## src/design/sbl_params.svh

```systemverilog
// Constants of the byte handshake link target
`ifndef SBL_PARAMS_SVH
`define SBL_PARAMS_SVH

// Parallel byte lines
`define SBL_DB_W 8
`define SBL_ADDR_BIT 0
`define SBL_DB_RESET 8'h00

// Closing message byte sent after the status byte
`define SBL_END_BYTE 8'h00

// Buffer and synchroniser shape
`define SBL_FIFO_DEPTH 16
`define SBL_SYNC_STAGES 2

// Timing
`define SBL_CLK_NS 50
`define SBL_RST_MIN_NS 1000
`define SBL_RST_MIN_CYC ((`SBL_RST_MIN_NS + `SBL_CLK_NS - 1) / `SBL_CLK_NS)

`endif

```

## src/design/sbl_pkg.sv

```systemverilog
// Types of the byte handshake link target
package sbl_pkg;

  typedef enum logic [2:0] {
    SBL_OP_CMD_RX  = 3'h0,
    SBL_OP_DATA_RX = 3'h1,
    SBL_OP_DATA_TX = 3'h2,
    SBL_OP_STAT_TX = 3'h3,
    SBL_OP_MSG_TX  = 3'h4
  } sbl_op_t;

  typedef enum logic [2:0] {
    SBL_S_IDLE  = 3'h0,
    SBL_S_SEL   = 3'h1,
    SBL_S_PHASE = 3'h2,
    SBL_S_REQ   = 3'h3,
    SBL_S_REL   = 3'h4
  } sbl_state_t;

  // One byte step asked by the controller core
  typedef struct packed {
    sbl_op_t op;
    logic [7:0] data;
  } sbl_cmd_t;

  // Lines driven by the initiator
  typedef struct packed {
    logic rst;
    logic sel;
    logic ack;
    logic [7:0] db;
  } sbl_link_in_t;

  // Lines driven by this target
  typedef struct packed {
    logic bsy;
    logic cd;
    logic io;
    logic req;
    logic msg;
    logic [7:0] db;
    logic db_oe;
  } sbl_link_out_t;

endpackage

```

## src/design/sbl_link_target.sv

```systemverilog
// Target end of the byte handshake link
//
// Contract
// - Link reset aborts everything, releases bus
// - Reset during write may corrupt data
// - Select plus own address bit selects target
// - Busy stays asserted while link owned
// - Phase line high for command or status
// - Direction line high toward the initiator
// - One request per eight-bit byte
// - Request held until acknowledge seen
// - Message line raised after status byte
// - Message phase requests one ending byte
// - Ending handshake releases lines, returns idle
// - Eight bidirectional byte lines, bit 7 MSB
// - No parity on the byte lines
`timescale 1ns/1ps
`default_nettype none

`include "sbl_params.svh"

module sbl_link_target
  import sbl_pkg::*;
#(
  parameter int FIFO_DEPTH = `SBL_FIFO_DEPTH,
  parameter int SYNC_STAGES = `SBL_SYNC_STAGES,
  parameter logic [7:0] END_BYTE = `SBL_END_BYTE
) (
  // Clock and reset
  input wire logic clk_in,
  input wire logic arst_n_in,
  // Link pins from the initiator
  input wire sbl_link_in_t link_in,
  // Link pins toward the initiator
  output sbl_link_out_t link_out,
  // Byte steps from the controller core
  input wire logic cmd_valid_in,
  output logic cmd_ready_out,
  input wire sbl_cmd_t cmd_in,
  // Received bytes toward the controller core
  output logic rx_valid_out,
  input wire logic rx_ready_in,
  output logic [7:0] rx_data_out,
  // Operation end pulse
  output logic done_out
);

  localparam int LINK_W = $bits(sbl_link_in_t);

  sbl_state_t state_ff;
  sbl_op_t op_ff;
  sbl_link_out_t link_ff;
  logic cmd_ready_ff;
  logic done_ff;
  sbl_link_in_t link_s;
  logic fifo_in_ready;
  logic fifo_push;

  // no parity: byte lines are plain 8-bit data
  function automatic logic is_tx(input sbl_op_t op);
    return (op == SBL_OP_DATA_TX) || (op == SBL_OP_STAT_TX) || (op == SBL_OP_MSG_TX);
  endfunction

  function automatic logic is_ctrl(input sbl_op_t op);
    return (op == SBL_OP_CMD_RX) || (op == SBL_OP_STAT_TX) || (op == SBL_OP_MSG_TX);
  endfunction

  // pulse of 20 cycles always passes two stages
  sbl_sync #(
    .W(LINK_W),
    .STAGES(SYNC_STAGES)
  ) u_sync (
    .clk_in(clk_in),
    .arst_n_in(arst_n_in),
    .d_in(link_in),
    .q_out(link_s)
  );

  assign fifo_push = (state_ff == SBL_S_REQ) && link_ff.req && link_s.ack && !is_tx(op_ff);

  // eight byte lines, bit 7 most significant
  sbl_fifo #(
    .W(8),
    .DEPTH(FIFO_DEPTH)
  ) u_fifo (
    .clk_in(clk_in),
    .arst_n_in(arst_n_in),
    .in_valid_in(fifo_push),
    .in_ready_out(fifo_in_ready),
    .in_data_in(link_s.db),
    .out_valid_out(rx_valid_out),
    .out_ready_in(rx_ready_in),
    .out_data_out(rx_data_out)
  );

  // Sequencer
  always_ff @(posedge clk_in or negedge arst_n_in) begin
    if (!arst_n_in) begin
      state_ff <= SBL_S_IDLE;
      op_ff <= SBL_OP_CMD_RX;
      link_ff <= '0;
      cmd_ready_ff <= 1'b0;
      done_ff <= 1'b0;
    end else if (link_s.rst) begin
      // a write cut short is not protected
      state_ff <= SBL_S_IDLE;
      link_ff <= '0;
      cmd_ready_ff <= 1'b0;
      done_ff <= 1'b0;
    end else begin
      done_ff <= 1'b0;
      unique case (state_ff)
        SBL_S_IDLE: begin
          if (link_s.sel && link_s.db[`SBL_ADDR_BIT]) begin
            link_ff.bsy <= 1'b1;
            state_ff <= SBL_S_SEL;
          end
        end
        SBL_S_SEL: begin
          if (!link_s.sel) begin
            cmd_ready_ff <= 1'b1;
            state_ff <= SBL_S_PHASE;
          end
        end
        SBL_S_PHASE: begin
          if (cmd_valid_in && cmd_ready_ff) begin
            cmd_ready_ff <= 1'b0;
            op_ff <= cmd_in.op;
            link_ff.cd <= is_ctrl(cmd_in.op);
            link_ff.io <= is_tx(cmd_in.op);
            link_ff.db <= cmd_in.data;
            link_ff.db_oe <= is_tx(cmd_in.op);
            state_ff <= SBL_S_REQ;
          end
        end
        SBL_S_REQ: begin
          if (!link_ff.req) begin
            if (is_tx(op_ff) || fifo_in_ready) begin
              link_ff.req <= 1'b1;
            end
          end else if (link_s.ack) begin
            link_ff.req <= 1'b0;
            state_ff <= SBL_S_REL;
          end
        end
        SBL_S_REL: begin
          if (!link_s.ack) begin
            link_ff.db_oe <= 1'b0;
            if (op_ff == SBL_OP_STAT_TX) begin
              op_ff <= SBL_OP_MSG_TX;
              link_ff.msg <= 1'b1;
              link_ff.cd <= 1'b1;
              link_ff.io <= 1'b1;
              link_ff.db <= END_BYTE;
              link_ff.db_oe <= 1'b1;
              state_ff <= SBL_S_REQ;
            end else if (op_ff == SBL_OP_MSG_TX) begin
              link_ff <= '0;
              done_ff <= 1'b1;
              state_ff <= SBL_S_IDLE;
            end else begin
              cmd_ready_ff <= 1'b1;
              state_ff <= SBL_S_PHASE;
            end
          end
        end
        // Unused codes fall back to idle
        default: begin
          state_ff <= SBL_S_IDLE;
        end
      endcase
    end
  end

  assign link_out = link_ff;
  assign cmd_ready_out = cmd_ready_ff;
  assign done_out = done_ff;
endmodule

`default_nettype wire

```

## src/design/sbl_sync.sv

```systemverilog
// Multi-stage synchroniser for link inputs
`timescale 1ns/1ps
`default_nettype none

module sbl_sync #(
  parameter int W = 1,
  parameter int STAGES = 2
) (
  // Clock and reset
  input wire logic clk_in,
  input wire logic arst_n_in,
  // Data
  input wire logic [W-1:0] d_in,
  output logic [W-1:0] q_out
);

  logic [W-1:0] st_ff [STAGES];

  always_ff @(posedge clk_in or negedge arst_n_in) begin
    if (!arst_n_in) begin
      for (int i = 0; i < STAGES; i++) begin
        st_ff[i] <= '0;
      end
    end else begin
      st_ff[0] <= d_in;
      for (int i = 1; i < STAGES; i++) begin
        st_ff[i] <= st_ff[i-1];
      end
    end
  end

  assign q_out = st_ff[STAGES-1];

endmodule

`default_nettype wire

```

## src/design/sbl_fifo.sv

```systemverilog
// Byte FIFO with registered full and empty flags
`timescale 1ns/1ps
`default_nettype none

module sbl_fifo #(
  parameter int W = 8,
  parameter int DEPTH = 16
) (
  // Clock and reset
  input wire logic clk_in,
  input wire logic arst_n_in,
  // Fill side
  input wire logic in_valid_in,
  output logic in_ready_out,
  input wire logic [W-1:0] in_data_in,
  // Drain side
  output logic out_valid_out,
  input wire logic out_ready_in,
  output logic [W-1:0] out_data_out
);

  localparam int AW = $clog2(DEPTH);

  logic [W-1:0] mem [DEPTH];
  logic [AW-1:0] wr_ff;
  logic [AW-1:0] rd_ff;
  logic [AW:0] cnt_ff;
  logic full_ff;
  logic empty_ff;
  logic valid_ff;
  logic push;
  logic pop;
  logic [AW:0] nxt_cnt;

  assign push = in_valid_in && !full_ff;
  assign pop = out_ready_in && !empty_ff;
  assign nxt_cnt = cnt_ff + (AW+1)'(push) - (AW+1)'(pop);

  always_ff @(posedge clk_in or negedge arst_n_in) begin
    if (!arst_n_in) begin
      wr_ff <= '0;
      rd_ff <= '0;
      cnt_ff <= '0;
      full_ff <= 1'b0;
      empty_ff <= 1'b1;
      valid_ff <= 1'b0;
    end else begin
      if (push) begin
        wr_ff <= (wr_ff == AW'(DEPTH - 1)) ? '0 : wr_ff + 1'b1;
      end
      if (pop) begin
        rd_ff <= (rd_ff == AW'(DEPTH - 1)) ? '0 : rd_ff + 1'b1;
      end
      cnt_ff <= nxt_cnt;
      full_ff <= (nxt_cnt == (AW+1)'(DEPTH));
      empty_ff <= (nxt_cnt == '0);
      valid_ff <= (nxt_cnt != '0);
    end
  end

  always_ff @(posedge clk_in) begin
    if (push) begin
      mem[wr_ff] <= in_data_in;
    end
  end

  assign in_ready_out = !full_ff;
  assign out_valid_out = valid_ff;
  assign out_data_out = mem[rd_ff];

endmodule

`default_nettype wire

```

## config.mk

```make
export PLATFORM = sky130hd
export DESIGN_NAME = sbl_link_target
export DESIGN_NICKNAME = d
export VERILOG_FILES = /design/src/design/sbl_pkg.sv /design/src/design/sbl_link_target.sv /design/src/design/sbl_sync.sv /design/src/design/sbl_fifo.sv
export VERILOG_INCLUDE_DIRS = /design/src /design/src/design
export SDC_FILE = /design/constraint.sdc
export NUM_CORES = 1
export LEC_CHECK = 0
export BUFFER_PORTS_ARGS = -buffer_cell sky130_fd_sc_hd__buf_2
export CELL_PAD_IN_SITES_DETAIL_PLACEMENT = 1
export CELL_PAD_IN_SITES_GLOBAL_PLACEMENT = 2
export CORE_ASPECT_RATIO = 0.9
export CORE_MARGIN = 1
export CORE_UTILIZATION = 48
export DETAILED_ROUTE_END_ITERATION = 8
export PLACE_DENSITY = 0.8
export SYNTH_ARGS = -nofsm -noshare
export SYNTH_HDL_FRONTEND = slang
export SYNTH_SLANG_ARGS = --single-unit
```

## constraint.sdc

```tcl
create_clock -name clk_in -period 7.1 [get_ports clk_in]
set_input_delay 0.355 -clock clk_in [delete_from_list [all_inputs] [get_ports clk_in]]
set_output_delay 0.355 -clock clk_in [all_outputs]
set_load 0.05 [all_outputs]
```

Yosys cells after proc, flatten, opt, wreduce, memory -nomap -nowiden
Memories as Yosys holds them, arrays and structs flattened. Cells that the tools add are included.

Register bits after elaboration: 60. RAM bits: 128. Input port bits: 26. Memories kept: 1.

Memories: u_fifo.mem (words 16, width 8, read ports 1, clocked after Yosys merged registers in 0, write ports 1, RTL line sbl_fifo.sv:24) `logic [W-1:0] mem [DEPTH];`.

Add/sub/neg operators: 4. Equality and inequality tests: 27. Multiplexer cells: 48. Bitwise logic cells: 1. Reduce and logical (&&, ||, !) cells: 36.

Operator list (count): 14-bit 2-to-1 mux (3); 3-bit 2-to-1 mux (10); 3-bit by 2-bit != test with 1-bit output, second input constant (8); 1-bit 2-to-1 mux (20); 3-bit by 2-bit equality test with 1-bit output, second input constant (6); 9-bit one-hot mux with 2 select lines (1); 3-bit one-hot mux with 5 select lines (1); 6-bit AND reduction (2); 3-bit nonzero test (4); 10-bit 2-to-1 mux (1); 5-bit AND reduction (2); 3-bit equality test, second input constant (3); 9-bit 2-to-1 mux (1); 4-bit by 1-bit adder with 4-bit output, second input constant (2); 4-bit equality test, second input constant (2); 2-bit 2-to-1 mux (4); 4-bit 2-to-1 mux (2); 4-bit AND reduction (2); 1-bit logical AND (7); 1-bit logical OR (7); 3-bit zero test (2); 2-bit != test, second input constant (3); 3-bit one-hot mux with 2 select lines (1); 3-bit AND reduction (2); 16 further kinds (20).

Logic depth before layout (Yosys ltp)
Gate-level depths: netlist (run 1).

Word-level depth: 9. Mapped depth: 11.

Cells and area by module
Synthesis (run 1) repeated with hierarchy kept, for this count alone.

Cells, all modules: 456. Area total of the unflattened synthesis: 7686.1 um2.

By module, submodules not included: sbl_fifo (instances 1, cells an instance 295, area each 5813.1 um2, sequential area each 4245.3 um2); sbl_link_target (instances 1, cells an instance 128, area each 1239.9 um2, sequential area each 550.5 um2); sbl_sync (instances 1, cells an instance 33, area each 633.1 um2, sequential area each 550.5 um2).

Least setup slack after synthesis (run 1)
No wires, ideal clock.

Path kind: reg2reg. From: reg link_ff (netlist bit link_out[10]). To: reg u_fifo.empty_ff. Arrival time: 2782 ps. Data required time: 7041 ps. Slack: 4259 ps. Cell stages (with the launch flop): 11. Path buffers: 0. Cell sequence: dfrtp_1 nand3b_1 or4_4 inv_1 ha_1 inv_1 fa_1 inv_1 nor4b_1 mux2i_1 o21ba_2.

Cells in the longest elaborated chain, start to end: 7.

Ends and longest elaborated chain: from (decl) (RTL line sbl_link_target.sv:52) `sbl_link_out_t link_ff;`; 1-bit logical AND (3 in series) (RTL line sbl_link_target.sv:79) `assign fifo_push = (state_ff == SBL_S_REQ) && link_ff.req && link_s.ack && !is_tx(op_ff);`; 1-bit logical AND (RTL line sbl_fifo.sv:35) `assign push = in_valid_in && !full_ff;`; via u_fifo.push (RTL line sbl_fifo.sv:31) `logic push;`; 5-bit by 1-bit adder with 5-bit output (RTL line sbl_fifo.sv:37) `assign nxt_cnt = cnt_ff + (AW+1)'(push) - (AW+1)'(pop);`; 5-bit by 1-bit subtractor with 5-bit output (RTL line sbl_fifo.sv:37); via u_fifo.nxt_cnt[1] (RTL line sbl_fifo.sv:33) `logic [AW:0] nxt_cnt;`; 5-bit zero test (RTL line sbl_fifo.sv:56) `empty_ff <= (nxt_cnt == '0);`; to (signal assigned) (RTL line sbl_fifo.sv:56); to (decl) (RTL line sbl_fifo.sv:29) `logic empty_ff;`.

The timed path passes the listed nets, and every way through them passes these cells. A chain may end at the register's enable or synchronous reset.

Final worst setup path (run 1)
From: reg state_ff[2]. To: reg u_fifo.empty_ff.

Cells in the longest elaborated chain, start to end: 8.

Ends and longest elaborated chain: from (decl) (RTL line sbl_link_target.sv:50) `sbl_state_t state_ff;`; from (signal assigned) (RTL line sbl_link_target.sv:99) `state_ff <= SBL_S_IDLE;`; from (signal assigned) (RTL line sbl_link_target.sv:106) `state_ff <= SBL_S_IDLE;`; from (signal assigned) (RTL line sbl_link_target.sv:116) `state_ff <= SBL_S_SEL;`; 3-bit by 2-bit equality test with 1-bit output (RTL line sbl_link_target.sv:79); 1-bit logical AND (3 in series) (RTL line sbl_link_target.sv:79); 1-bit logical AND (RTL line sbl_fifo.sv:35); via u_fifo.push (RTL line sbl_fifo.sv:31); 5-bit by 1-bit adder with 5-bit output (RTL line sbl_fifo.sv:37); 5-bit by 1-bit subtractor with 5-bit output (RTL line sbl_fifo.sv:37); via u_fifo.nxt_cnt[2] (RTL line sbl_fifo.sv:33); 5-bit zero test (RTL line sbl_fifo.sv:56).

The timed path passes the listed nets, and every way through them passes these cells.

==> flow_metrics.env, run 1 <==
export IMPL_place_port_buffers=50
export IMPL_postCtsSetupBuffers=0
export IMPL_final_common_cell="edfxtp_1"
export IMPL_place_gp_congestion=0.7953
export IMPL_crit_buf_inv=2
export IMPL_synth_area_top_cells="edfxtp_1 (51%), dfrtp_1 (19%), mux4_2 (9.5%), a21oi_1 (2.0%), ha_1 (1.6%)"
export IMPL_overflow=0
export IMPL_power_density_nw_per_um2=357.0
export IMPL_synth_warning_count=0
export IMPL_hold_viol=0
export IMPL_vias_per_cell=5.634
export IMPL_synth_top_cell_by_area="edfxtp_1"
export IMPL_drc_errors=0
export IMPL_outcome="finished clean"
export IMPL_grt_pass1_wl_um=24840
export IMPL_core_um2=15440
export IMPL_slew_headroom=0.3558
export IMPL_cts_tree="done"
export IMPL_syn_num_nets=499
export IMPL_synth_ff_type="edfxtp_1"
export IMPL_worstPathArrival_ns=3.54
export IMPL_drt_wirelength_per_cell_um=21.66
export IMPL_io_pins=51
export IMPL_cts_root_buf="clkbuf_16"
export IMPL_clockBufferDepth=2
export IMPL_clkTransAtPathRegs_ns=0.07
export IMPL_cts_buffers=17
export IMPL_drive_above_1_share=0.2385
export IMPL_fin_setup_tns_ns=0
export IMPL_rrSetupSlack_ns=3.93
export IMPL_grt_pass1_vias=4399
export IMPL_critPathSlowestCell="or4_4"
export IMPL_worstSetupPathDepth=10
export IMPL_clock_fmax_ghz=0.3150
export IMPL_hp_class="in2reg"
export IMPL_critPathCapture="u_fifo.empty_ff"
export IMPL_critPathCaptureType="flip-flop"
export IMPL_drt_first_pass_iters=4
export IMPL_path_common_cell="inv_1"
export IMPL_rsz0062_at_grt="false"
export IMPL_r2r_end="u_fifo.empty_ff"
export IMPL_avgSynthCellArea_um2=16.43
export IMPL_fp_dieW_um=134.5
export IMPL_tightest_slew_ns=0.9528
export IMPL_area_growth_pct=13.62
export IMPL_ys_types=50
export IMPL_cts_resized=0
export IMPL_critPathLaunch="state_ff[2]"
export IMPL_hpwl_um=10410
export IMPL_max_cap_viol_count=0
export IMPL_critical_path_class="reg2reg"
export IMPL_grt_usage=0.2116
export IMPL_finClkSkew_ns=0.01339
export IMPL_numClockSinks=188
export IMPL_fin_crit_ns=3.175
export IMPL_synth_cells=462
export IMPL_synthArstFlopShare=0.3191
export IMPL_grt_max_degree=61
export IMPL_antenna_found_initial=0
export IMPL_cp_start_kind="flip-flop"
export IMPL_setup_violations=0
export IMPL_placedCellCount=694
export IMPL_synth_area_um2=7589
export IMPL_utilization=0.5584
export IMPL_num_rows=43
export IMPL_instances_no_fill=726
export IMPL_wl_um=15730
export IMPL_vdd_drop_max_mv=0.3180
export IMPL_netlist_area_leader_share=0.5065
export IMPL_fin_crit_sh=0.4472
export IMPL_crit_family="simple AND/OR/NAND/NOR gates"
export IMPL_synth_seq_cells=188
export IMPL_reg2reg_from="state_ff[2]"
export IMPL_n_antenna_cell=0
export IMPL_start_util=0.4915
export IMPL_die_h_um=121.3
export IMPL_drt_iter0_drc=298
export IMPL_h_tree_depth=4
export IMPL_finalNetCount=548
export IMPL_ys_seq_area_frac=0.7045
export IMPL_die_area_um2=16320
export IMPL_r2r_cells=10
export IMPL_vias=4090
export IMPL_clk_latency_ns=0.43
export IMPL_slew_viol_final=0
export IMPL_worst_endpoint_required_ns=7.47
export IMPL_detail_route_antenna_nets=0
export IMPL_final_cell_mix="edfxtp_1 (128), dfrtp_1 (58), buf_2 (50)"
export IMPL_ctsHoldBuffers=0
export IMPL_path_cells="nand3b_2 -> or4_4 -> inv_1 -> ha_1 -> inv_1 -> fa_1 -> xnor2_1 -> nor4b_1 -> mux2i_1 -> o21ba_2"
export IMPL_path_max_fanout=14
export IMPL_synth_enable_flop_cells=128
export IMPL_p_leak_nw=3.207
export IMPL_slowest_delay_ns=0.53
export IMPL_nFillCells=1450
[worst min-delay path by stage]
stage	startpoint	end	slack (ns)	cells after the start
after floorplan	arst_n_in	cmd_ready_out	0.06	0
after global placement	u_sync.st_ff[11]	u_sync.q_out[0]	0.33	0
after detailed placement	u_sync.st_ff[14]	u_sync.q_out[3]	0.34	0
after CTS	link_in[3]	u_sync.st_ff[14]	0.004	1
after global routing	link_in[3]	u_sync.st_ff[14]	0.004	1
final	link_in[3]	u_sync.st_ff[14]	0.02	1
[registers in the layout, summed over array words and instances, names as in the netlist, 3 cells and up]
signal         flops
link_out          14
op_ff              3
state_ff           3
u_fifo.cnt_ff      5
u_fifo.mem       128
u_fifo.rd_ff       4
u_fifo.wr_ff       4
u_sync.q_out      11
u_sync.st_ff      11
[cell usage after synthesis, types with 2 or more instances]
| cell | instances |
|---|---|
| o21ai_0 | 20 |
| nand3_1 | 15 |
| nor4_1 | 3 |
| edfxtp_1 | 128 |
| nor2b_1 | 13 |
| inv_1 | 17 |
| nand4b_1 | 2 |
| clkbuf_1 | 13 |
| a211oi_1 | 8 |
| buf_4 | 2 |
| a21o_1 | 2 |
| xnor2_1 | 4 |
| nand3b_1 | 4 |
| nor3_1 | 6 |
| buf_2 | 8 |
| a21oi_1 | 30 |
| or3_1 | 2 |
| dfrtp_1 | 59 |
| nor4b_1 | 4 |
| nor2_1 | 7 |
| mux4_2 | 32 |
| nor3b_1 | 3 |
| a2bb2oi_1 | 2 |
| or3b_2 | 2 |
| nand2_1 | 12 |
| mux2i_1 | 12 |
| ha_1 | 10 |
| and3_1 | 4 |
| and2_1 | 17 |
[power by group]
part	internal, W	switching (W)
Clock	0.000535	0.000430
Combinational	0.000339	0.000503
Sequential	0.00122	0.0000537
[cell families after synthesis]
family          count (synthesis)  synth area share
buf+inv                        41           0.02259
mux                            45            0.1123
compound gates                 72           0.05672
fa+ha+maj                      11           0.01913
simple gates                  100           0.07898
xor+xnor                        5          0.005771
flops                         188            0.7045
[cell type report]
type | count | area, um2 | area share
clock buffers | 18 | 429.2 | 0.04978
clock inverters | 14 | 177.7 | 0.02061
inverters | 17 | 63.81 | 0.007401
multi-input cells | 233 | 2071 | 0.2402
flip-flops and latches | 188 | 5348 | 0.6202
well taps | 202 | 252.7 | 0.02931
repair buffers | 54 | 280.3 | 0.03251
[per-layer routing]
layer  track usage  part of all wire
met1        0.2708              0.43
met2        0.3643              0.54
met3       0.04929             0.029
met4       0.05478            0.0056
met5             0                 0
[per-stage QoR]
stage                     setup WS (ns)  power (W)  hold slack [ns]  cell area [um2]
after floorplan                   4.259   0.001960          0.05941             7589
after global placement            4.072   0.002125           0.3338             8015
after detailed placement          3.922   0.002155           0.3363             8015
after CTS                         3.855   0.003122         0.003764             8622
after global routing              3.686   0.003218         0.003501             8622
final                             3.925   0.003078          0.02292             8622
No activity file was read; power rests on OpenSTA's default activity.
==> run 2, diff against run 1 <==
--- a/config.mk
+++ b/config.mk
@@ -11,9 +11,9 @@
 export CELL_PAD_IN_SITES_GLOBAL_PLACEMENT = 2
 export CORE_ASPECT_RATIO = 0.9
 export CORE_MARGIN = 1
-export CORE_UTILIZATION = 48
+export CORE_UTILIZATION = 45
 export DETAILED_ROUTE_END_ITERATION = 8
-export PLACE_DENSITY = 0.8
+export PLACE_DENSITY = 0.75
 export SYNTH_ARGS = -nofsm -noshare
 export SYNTH_HDL_FRONTEND = slang
 export SYNTH_SLANG_ARGS = --single-unit
==> constraint.sdc (replaced) <==
create_clock -name clk_in -period 2.95 [get_ports clk_in]
set_input_delay 0.1475 -clock clk_in [delete_from_list [all_inputs] [get_ports clk_in]]
set_output_delay 0.1475 -clock clk_in [all_outputs]
set_load 0.05 [all_outputs]
==> flow_metrics.env, run 2 (synthesis gave the netlist of run 1 again) <==
export IMPL_hold_viol=0
export IMPL_r2r_cells=10
export IMPL_largest_reg_flops=128
export IMPL_nFillCells=1560
export IMPL_cp_start_kind="flip-flop"
export IMPL_place_gp_congestion=0.7638
export IMPL_setup_violations=0
export IMPL_reg2reg_from="op_ff[2]"
export IMPL_drt_first_pass_iters=6
export IMPL_finalNetCount=581
export IMPL_num_rows=44
export IMPL_clockBufferDepth=2
export IMPL_holdPathStages=3
export IMPL_top_register="u_fifo.mem"
export IMPL_hpwl_um=10240
export IMPL_grt_usage=0.2008
export IMPL_power_density_nw_per_um2=837.2
export IMPL_hold_start="cmd_in[10]"
export IMPL_slowest_delay_ns=0.56
export IMPL_vias=4215
export IMPL_critPathCaptureType="flip-flop"
export IMPL_fin_crit_sh=0.9618
export IMPL_max_cap_viol_count=0
export IMPL_detail_route_antenna_nets=0
export IMPL_clock_fmax_ghz=0.3524
export IMPL_p_leak_nw=3.350
export IMPL_drt_iter0_drc=216
export IMPL_crit_buf_inv=3
export IMPL_h_tree_depth=4
export IMPL_n_antenna_cell=0
export IMPL_start_util=0.4657
export IMPL_pre_cts_ws_ns=0.1033
export IMPL_critical_path_class="reg2reg"
export IMPL_core_um2=16300
export IMPL_worstPathArrival_ns=3.14
export IMPL_critPathLaunch="op_ff[2]"
export IMPL_slew_viol_final=0
export IMPL_hp_class="in2reg"
export IMPL_utilization=0.5488
export IMPL_outcome="finished clean"
export IMPL_area_growth_pct=17.84
export IMPL_final_cell_mix="edfxtp_1 (128), dfrtp_1 (58), buf_2 (50)"
export IMPL_slew_headroom=0.2286
export IMPL_path_common_cell="inv_1"
export IMPL_rrSetupSlack_ns=0.11
export IMPL_wl_um=15810
export IMPL_fin_ws_ns=0.1127
export IMPL_grt_max_degree=38
export IMPL_drt_wirelength_per_cell_um=20.69
export IMPL_finClkSkew_ns=0.01149
export IMPL_drc_errors=0
export IMPL_path_max_fanout=5
export IMPL_cts_buffers=17
export IMPL_path_cells="nor3b_1 -> or4_4 -> inv_1 -> ha_2 -> inv_1 -> fa_2 -> inv_1 -> nor4_2 -> mux2i_1 -> o21bai_1"
export IMPL_whs_ns=0.06117
export IMPL_fin_crit_ns=2.837
export IMPL_io_pins=51
export IMPL_clk_latency_ns=0.44
export IMPL_critPathSlowestCell="or4_4"
export IMPL_vdd_drop_max_mv=0.5613
export IMPL_numClockSinks=188
export IMPL_r2r_end="u_fifo.out_valid_out"
export IMPL_final_common_cell="edfxtp_1"
export IMPL_die_h_um=125.2
export IMPL_tightest_slew_ns=1.141
export IMPL_cts_root_buf="clkbuf_16"
export IMPL_place_port_buffers=50
export IMPL_worst_endpoint_required_ns=3.25
export IMPL_holdPathEnd="op_ff[2]"
export IMPL_grt_pass1_wl_um=25580
export IMPL_grt_pass1_vias=4574
export IMPL_power_w=0.007487
export IMPL_clkTransAtPathRegs_ns=0.07
export IMPL_cts_tree="done"
export IMPL_overflow=0
export IMPL_antenna_found_initial=0
export IMPL_fin_setup_tns_ns=0
export IMPL_die_area_um2=17390
export IMPL_drive_above_1_share=0.2531
export IMPL_fp_dieW_um=138.9
export IMPL_crit_family="simple AND/OR/NAND/NOR gates"
export IMPL_vias_per_cell=5.517
## run 2: where the power goes
group / total (W) / switching, W / internal (W) / leakage, nW
clock network: 0.00223 / 0.00104 / 0.00119 / 0.283
registers: 0.00314 / 0.000200 / 0.00294 / 1.89
logic: 0.00212 / 0.00120 / 0.000915 / 1.17
total: 0.00749 / 0.00244 / 0.00504 / 3.35
## run 2: how the worst max path moves through the flow
stage                     cells after the start                   end  slack, ns
after floorplan                              10       u_fifo.empty_ff       0.11
after global placement                       10       u_fifo.empty_ff       0.19
after detailed placement                     10  u_fifo.out_valid_out       0.10
after CTS                                    10  u_fifo.out_valid_out       0.06
after global routing                         10  u_fifo.out_valid_out      -0.02
final                                        10  u_fifo.out_valid_out       0.11
## run 2: through the flow
stage | instances | instance area (um2)
2_1_floorplan | 462 | 7589
3_3_place_gp | 709 | 8109
3_5_place_dp | 709 | 8109
4_1_cts | 763 | 8914
5_1_grt | 764 | 8942
6_report | 764 | 8942
## run 2: timing repair
action                     CTS  global route
buffers inserted             0             1
hold buffers                22             0
pin swaps                    0             1
gates resized for setup      1             5
setup endpoints to repair    1             4
hold endpoints to repair    56             0
## run 2: routing by layer
layer,global-route usage,routed length (um)
met2,0.3518,8336
met4,0.05621,177
met5,0,0
met1,0.2473,6795
met3,0.05132,498
## run 2: final cells by class
| cell class | count | area (um2) | share of cell area |
|---|---|---|---|
| multi-input cells | 233 | 2096 | 0.2344 |
| repair buffers | 87 | 595.6 | 0.06660 |
| clock buffers | 17 | 425.4 | 0.04757 |
| inverters | 17 | 63.81 | 0.007136 |
| flip-flops and latches | 188 | 5350 | 0.5983 |
| clock inverters | 15 | 152.6 | 0.01707 |
| well taps | 207 | 259.0 | 0.02896 |
## run 2: worst reg2reg max path: cells and delay by family, from the launching register on
family                     cells  cell delay, ns
muxes                          1            0.16
buffers and inverters          3            0.24
AOI/OAI and AO/OA              1            0.20
and+or+nand+nor                3            1.02
adders and majority gates      2            0.70
DFF                            1            0.40
==> run 3, diff against run 2 <==
--- a/config.mk
+++ b/config.mk
@@ -9,9 +9,10 @@
 export BUFFER_PORTS_ARGS = -buffer_cell sky130_fd_sc_hd__buf_2
 export CELL_PAD_IN_SITES_DETAIL_PLACEMENT = 1
 export CELL_PAD_IN_SITES_GLOBAL_PLACEMENT = 2
-export CORE_ASPECT_RATIO = 0.9
+export CORE_ASPECT_RATIO = 0.5
 export CORE_MARGIN = 1
 export CORE_UTILIZATION = 45
+export CTS_CLUSTER_SIZE = 24
 export DETAILED_ROUTE_END_ITERATION = 8
 export PLACE_DENSITY = 0.75
 export SYNTH_ARGS = -nofsm -noshare
==> flow_metrics.env, run 3 (synthesis gave the netlist of run 1 again) <==
export IMPL_drt_wirelength_per_cell_um=20.80
export IMPL_sequentialPowerShare=0.408
export IMPL_clock_fmax_ghz=0.3581
export IMPL_switchingPower_w=0.002567
export IMPL_slowest_delay_ns=0.56
export IMPL_grt_pass1_vias=4398
export IMPL_vias_per_cell=5.393
export IMPL_drt_iter0_drc=344
export IMPL_start_util=0.4618
export IMPL_power_frac_comb=0.282
export IMPL_vias=4250
export IMPL_r2r_end="u_fifo.out_valid_out"
export IMPL_p_int_w=0.005065
export IMPL_whs_ns=0.01699
export IMPL_r2r_cells=10
export IMPL_place_port_buffers=50
export IMPL_hpwl_um=10450
export IMPL_power_frac_clock=0.309
export IMPL_slew_viol_final=0
export IMPL_tightest_slew_ns=0.7836
export IMPL_crit_buf_inv=3
export IMPL_clkTransAtPathRegs_ns=0.07
export IMPL_num_rows=33
export IMPL_drive_above_1_share=0.2567
export IMPL_clk_latency_ns=0.44
export IMPL_worstPathArrival_ns=3.10
export IMPL_h_tree_depth=4
export IMPL_power_w=0.007632
export IMPL_fin_crit_sh=0.9466
export IMPL_clockBufferDepth=2
export IMPL_place_gp_congestion=0.7497
export IMPL_fp_dieW_um=185.7
export IMPL_grt_usage=0.2048
export IMPL_critical_path_class="reg2reg"
export IMPL_worstSetupPathDepth=10
export IMPL_finalNetCount=585
export IMPL_antenna_found_initial=0
export IMPL_p_leak_nw=3.380
export IMPL_drt_first_pass_iters=4
export IMPL_cp_start_kind="flip-flop"
export IMPL_vdd_drop_max_mv=0.6102
export IMPL_grt_max_degree=37
export IMPL_detail_route_antenna_nets=0
export IMPL_hold_start="cmd_in[10]"
export IMPL_numClockSinks=188
export IMPL_cts_buffers=17
export IMPL_rrSetupSlack_ns=0.16
export IMPL_drc_errors=0
export IMPL_power_density_nw_per_um2=846.2
export IMPL_cts_root_buf="clkbuf_16"
export IMPL_worst_endpoint_required_ns=3.26
export IMPL_path_max_fanout=3
export IMPL_setup_violations=0
export IMPL_finClkSkew_ns=0.01026
export IMPL_utilization=0.5489
export IMPL_core_um2=16430
export IMPL_max_cap_viol_count=0
export IMPL_fin_setup_tns_ns=0
export IMPL_path_cells="nor3b_1 -> or4_4 -> inv_2 -> ha_1 -> inv_1 -> fa_1 -> inv_1 -> nor4_2 -> mux2i_1 -> o21bai_1"
export IMPL_critPathCaptureType="flip-flop"
export IMPL_die_area_um2=17420
export IMPL_p_sw_frac=0.3364
export IMPL_holdPathEnd="op_ff[2]"
export IMPL_area_growth_pct=18.86
export IMPL_hold_viol=0
export IMPL_slew_headroom=0.4776
export IMPL_outcome="finished clean"
export IMPL_io_pins=51
export IMPL_cts_tree="done"
export IMPL_grt_pass1_wl_um=25400
export IMPL_wl_um=16390
export IMPL_reg2reg_from="op_ff[2]"
export IMPL_final_cell_mix="edfxtp_1 (128), dfrtp_1 (58), buf_2 (50)"
export IMPL_final_common_cell="edfxtp_1"
export IMPL_top_register="u_fifo.mem"
export IMPL_fin_crit_ns=2.792
export IMPL_holdPathStages=3
export IMPL_n_antenna_cell=0
export IMPL_critPathSlowestCell="or4_4"
export IMPL_largest_reg_flops=128
export IMPL_die_h_um=93.83
export IMPL_overflow=0
export IMPL_hp_class="in2reg"
export IMPL_path_common_cell="inv_1"
export IMPL_crit_family="simple AND/OR/NAND/NOR gates"
export IMPL_rsz0062_at_grt="false"
## run 3: worst max-delay path by stage
stage,from,to
4_1_cts,op_ff[2],u_fifo.empty_ff
6_report,op_ff[2],u_fifo.out_valid_out
2_1_floorplan,link_out[10],u_fifo.empty_ff
3_5_place_dp,op_ff[2],u_fifo.empty_ff
3_3_place_gp,op_ff[2],u_fifo.empty_ff
5_1_grt,u_fifo.rd_ff[0],rx_data_out[6]
## run 3: power by group through the flow
stage	logic [W]	registers (W)	clock network, W
3_3_place_gp	0.00208	0.00317	0
6_report	0.00216	0.00312	0.00236
4_1_cts	0.00218	0.00312	0.00241
2_1_floorplan	0.00165	0.00307	0
5_1_grt	0.00234	0.00314	0.00250
3_5_place_dp	0.00214	0.00318	0
## run 3: stage by stage
stage / setup slack (ns) / area (um2) / instances
2_1_floorplan: 0.1089 / 7589 / 462
3_3_place_gp: 0.2102 / 8149 / 731
3_5_place_dp: 0.06025 / 8149 / 731
4_1_cts: 0.009185 / 8991 / 785
5_1_grt: 0.001047 / 9020 / 788
6_report: 0.1575 / 9020 / 788
## run 3: tightest hold or removal path: cells and delay by family
family,cells,cell delay [ns]
AND/OR/NAND/NOR,1,0.05
AO/OA/AOI/OAI,1,0.11
buffers and inverters,1,0.10
## run 3: timing repair
item	4_1_cts	5_1_grt
setup buffers	0	3
setup endpoints to repair	2	3
pin swaps	0	2
hold endpoints to repair	53	0
gates resized for setup	1	2
hold buffers	22	0
## run 3: cell type report
class | count | area (um2)
clock inverter | 14 | 186.4
timing repair buffer | 91 | 625.6
inverter | 17 | 63.81
tap | 227 | 284.0
clock buffer | 18 | 429.2
multi-input combinational | 233 | 2083
fill | 1586 | 7413
sequential | 188 | 5348
## run 3: layer usage
layer	GRT usage	vias to the layer above	wire [um]
li1	-	1947	-
met1	0.2962	2190	7531
met2	0.3115	104	7750
met3	0.05078	9	1006
met4	0.05123	0	103
met5	0	-	0
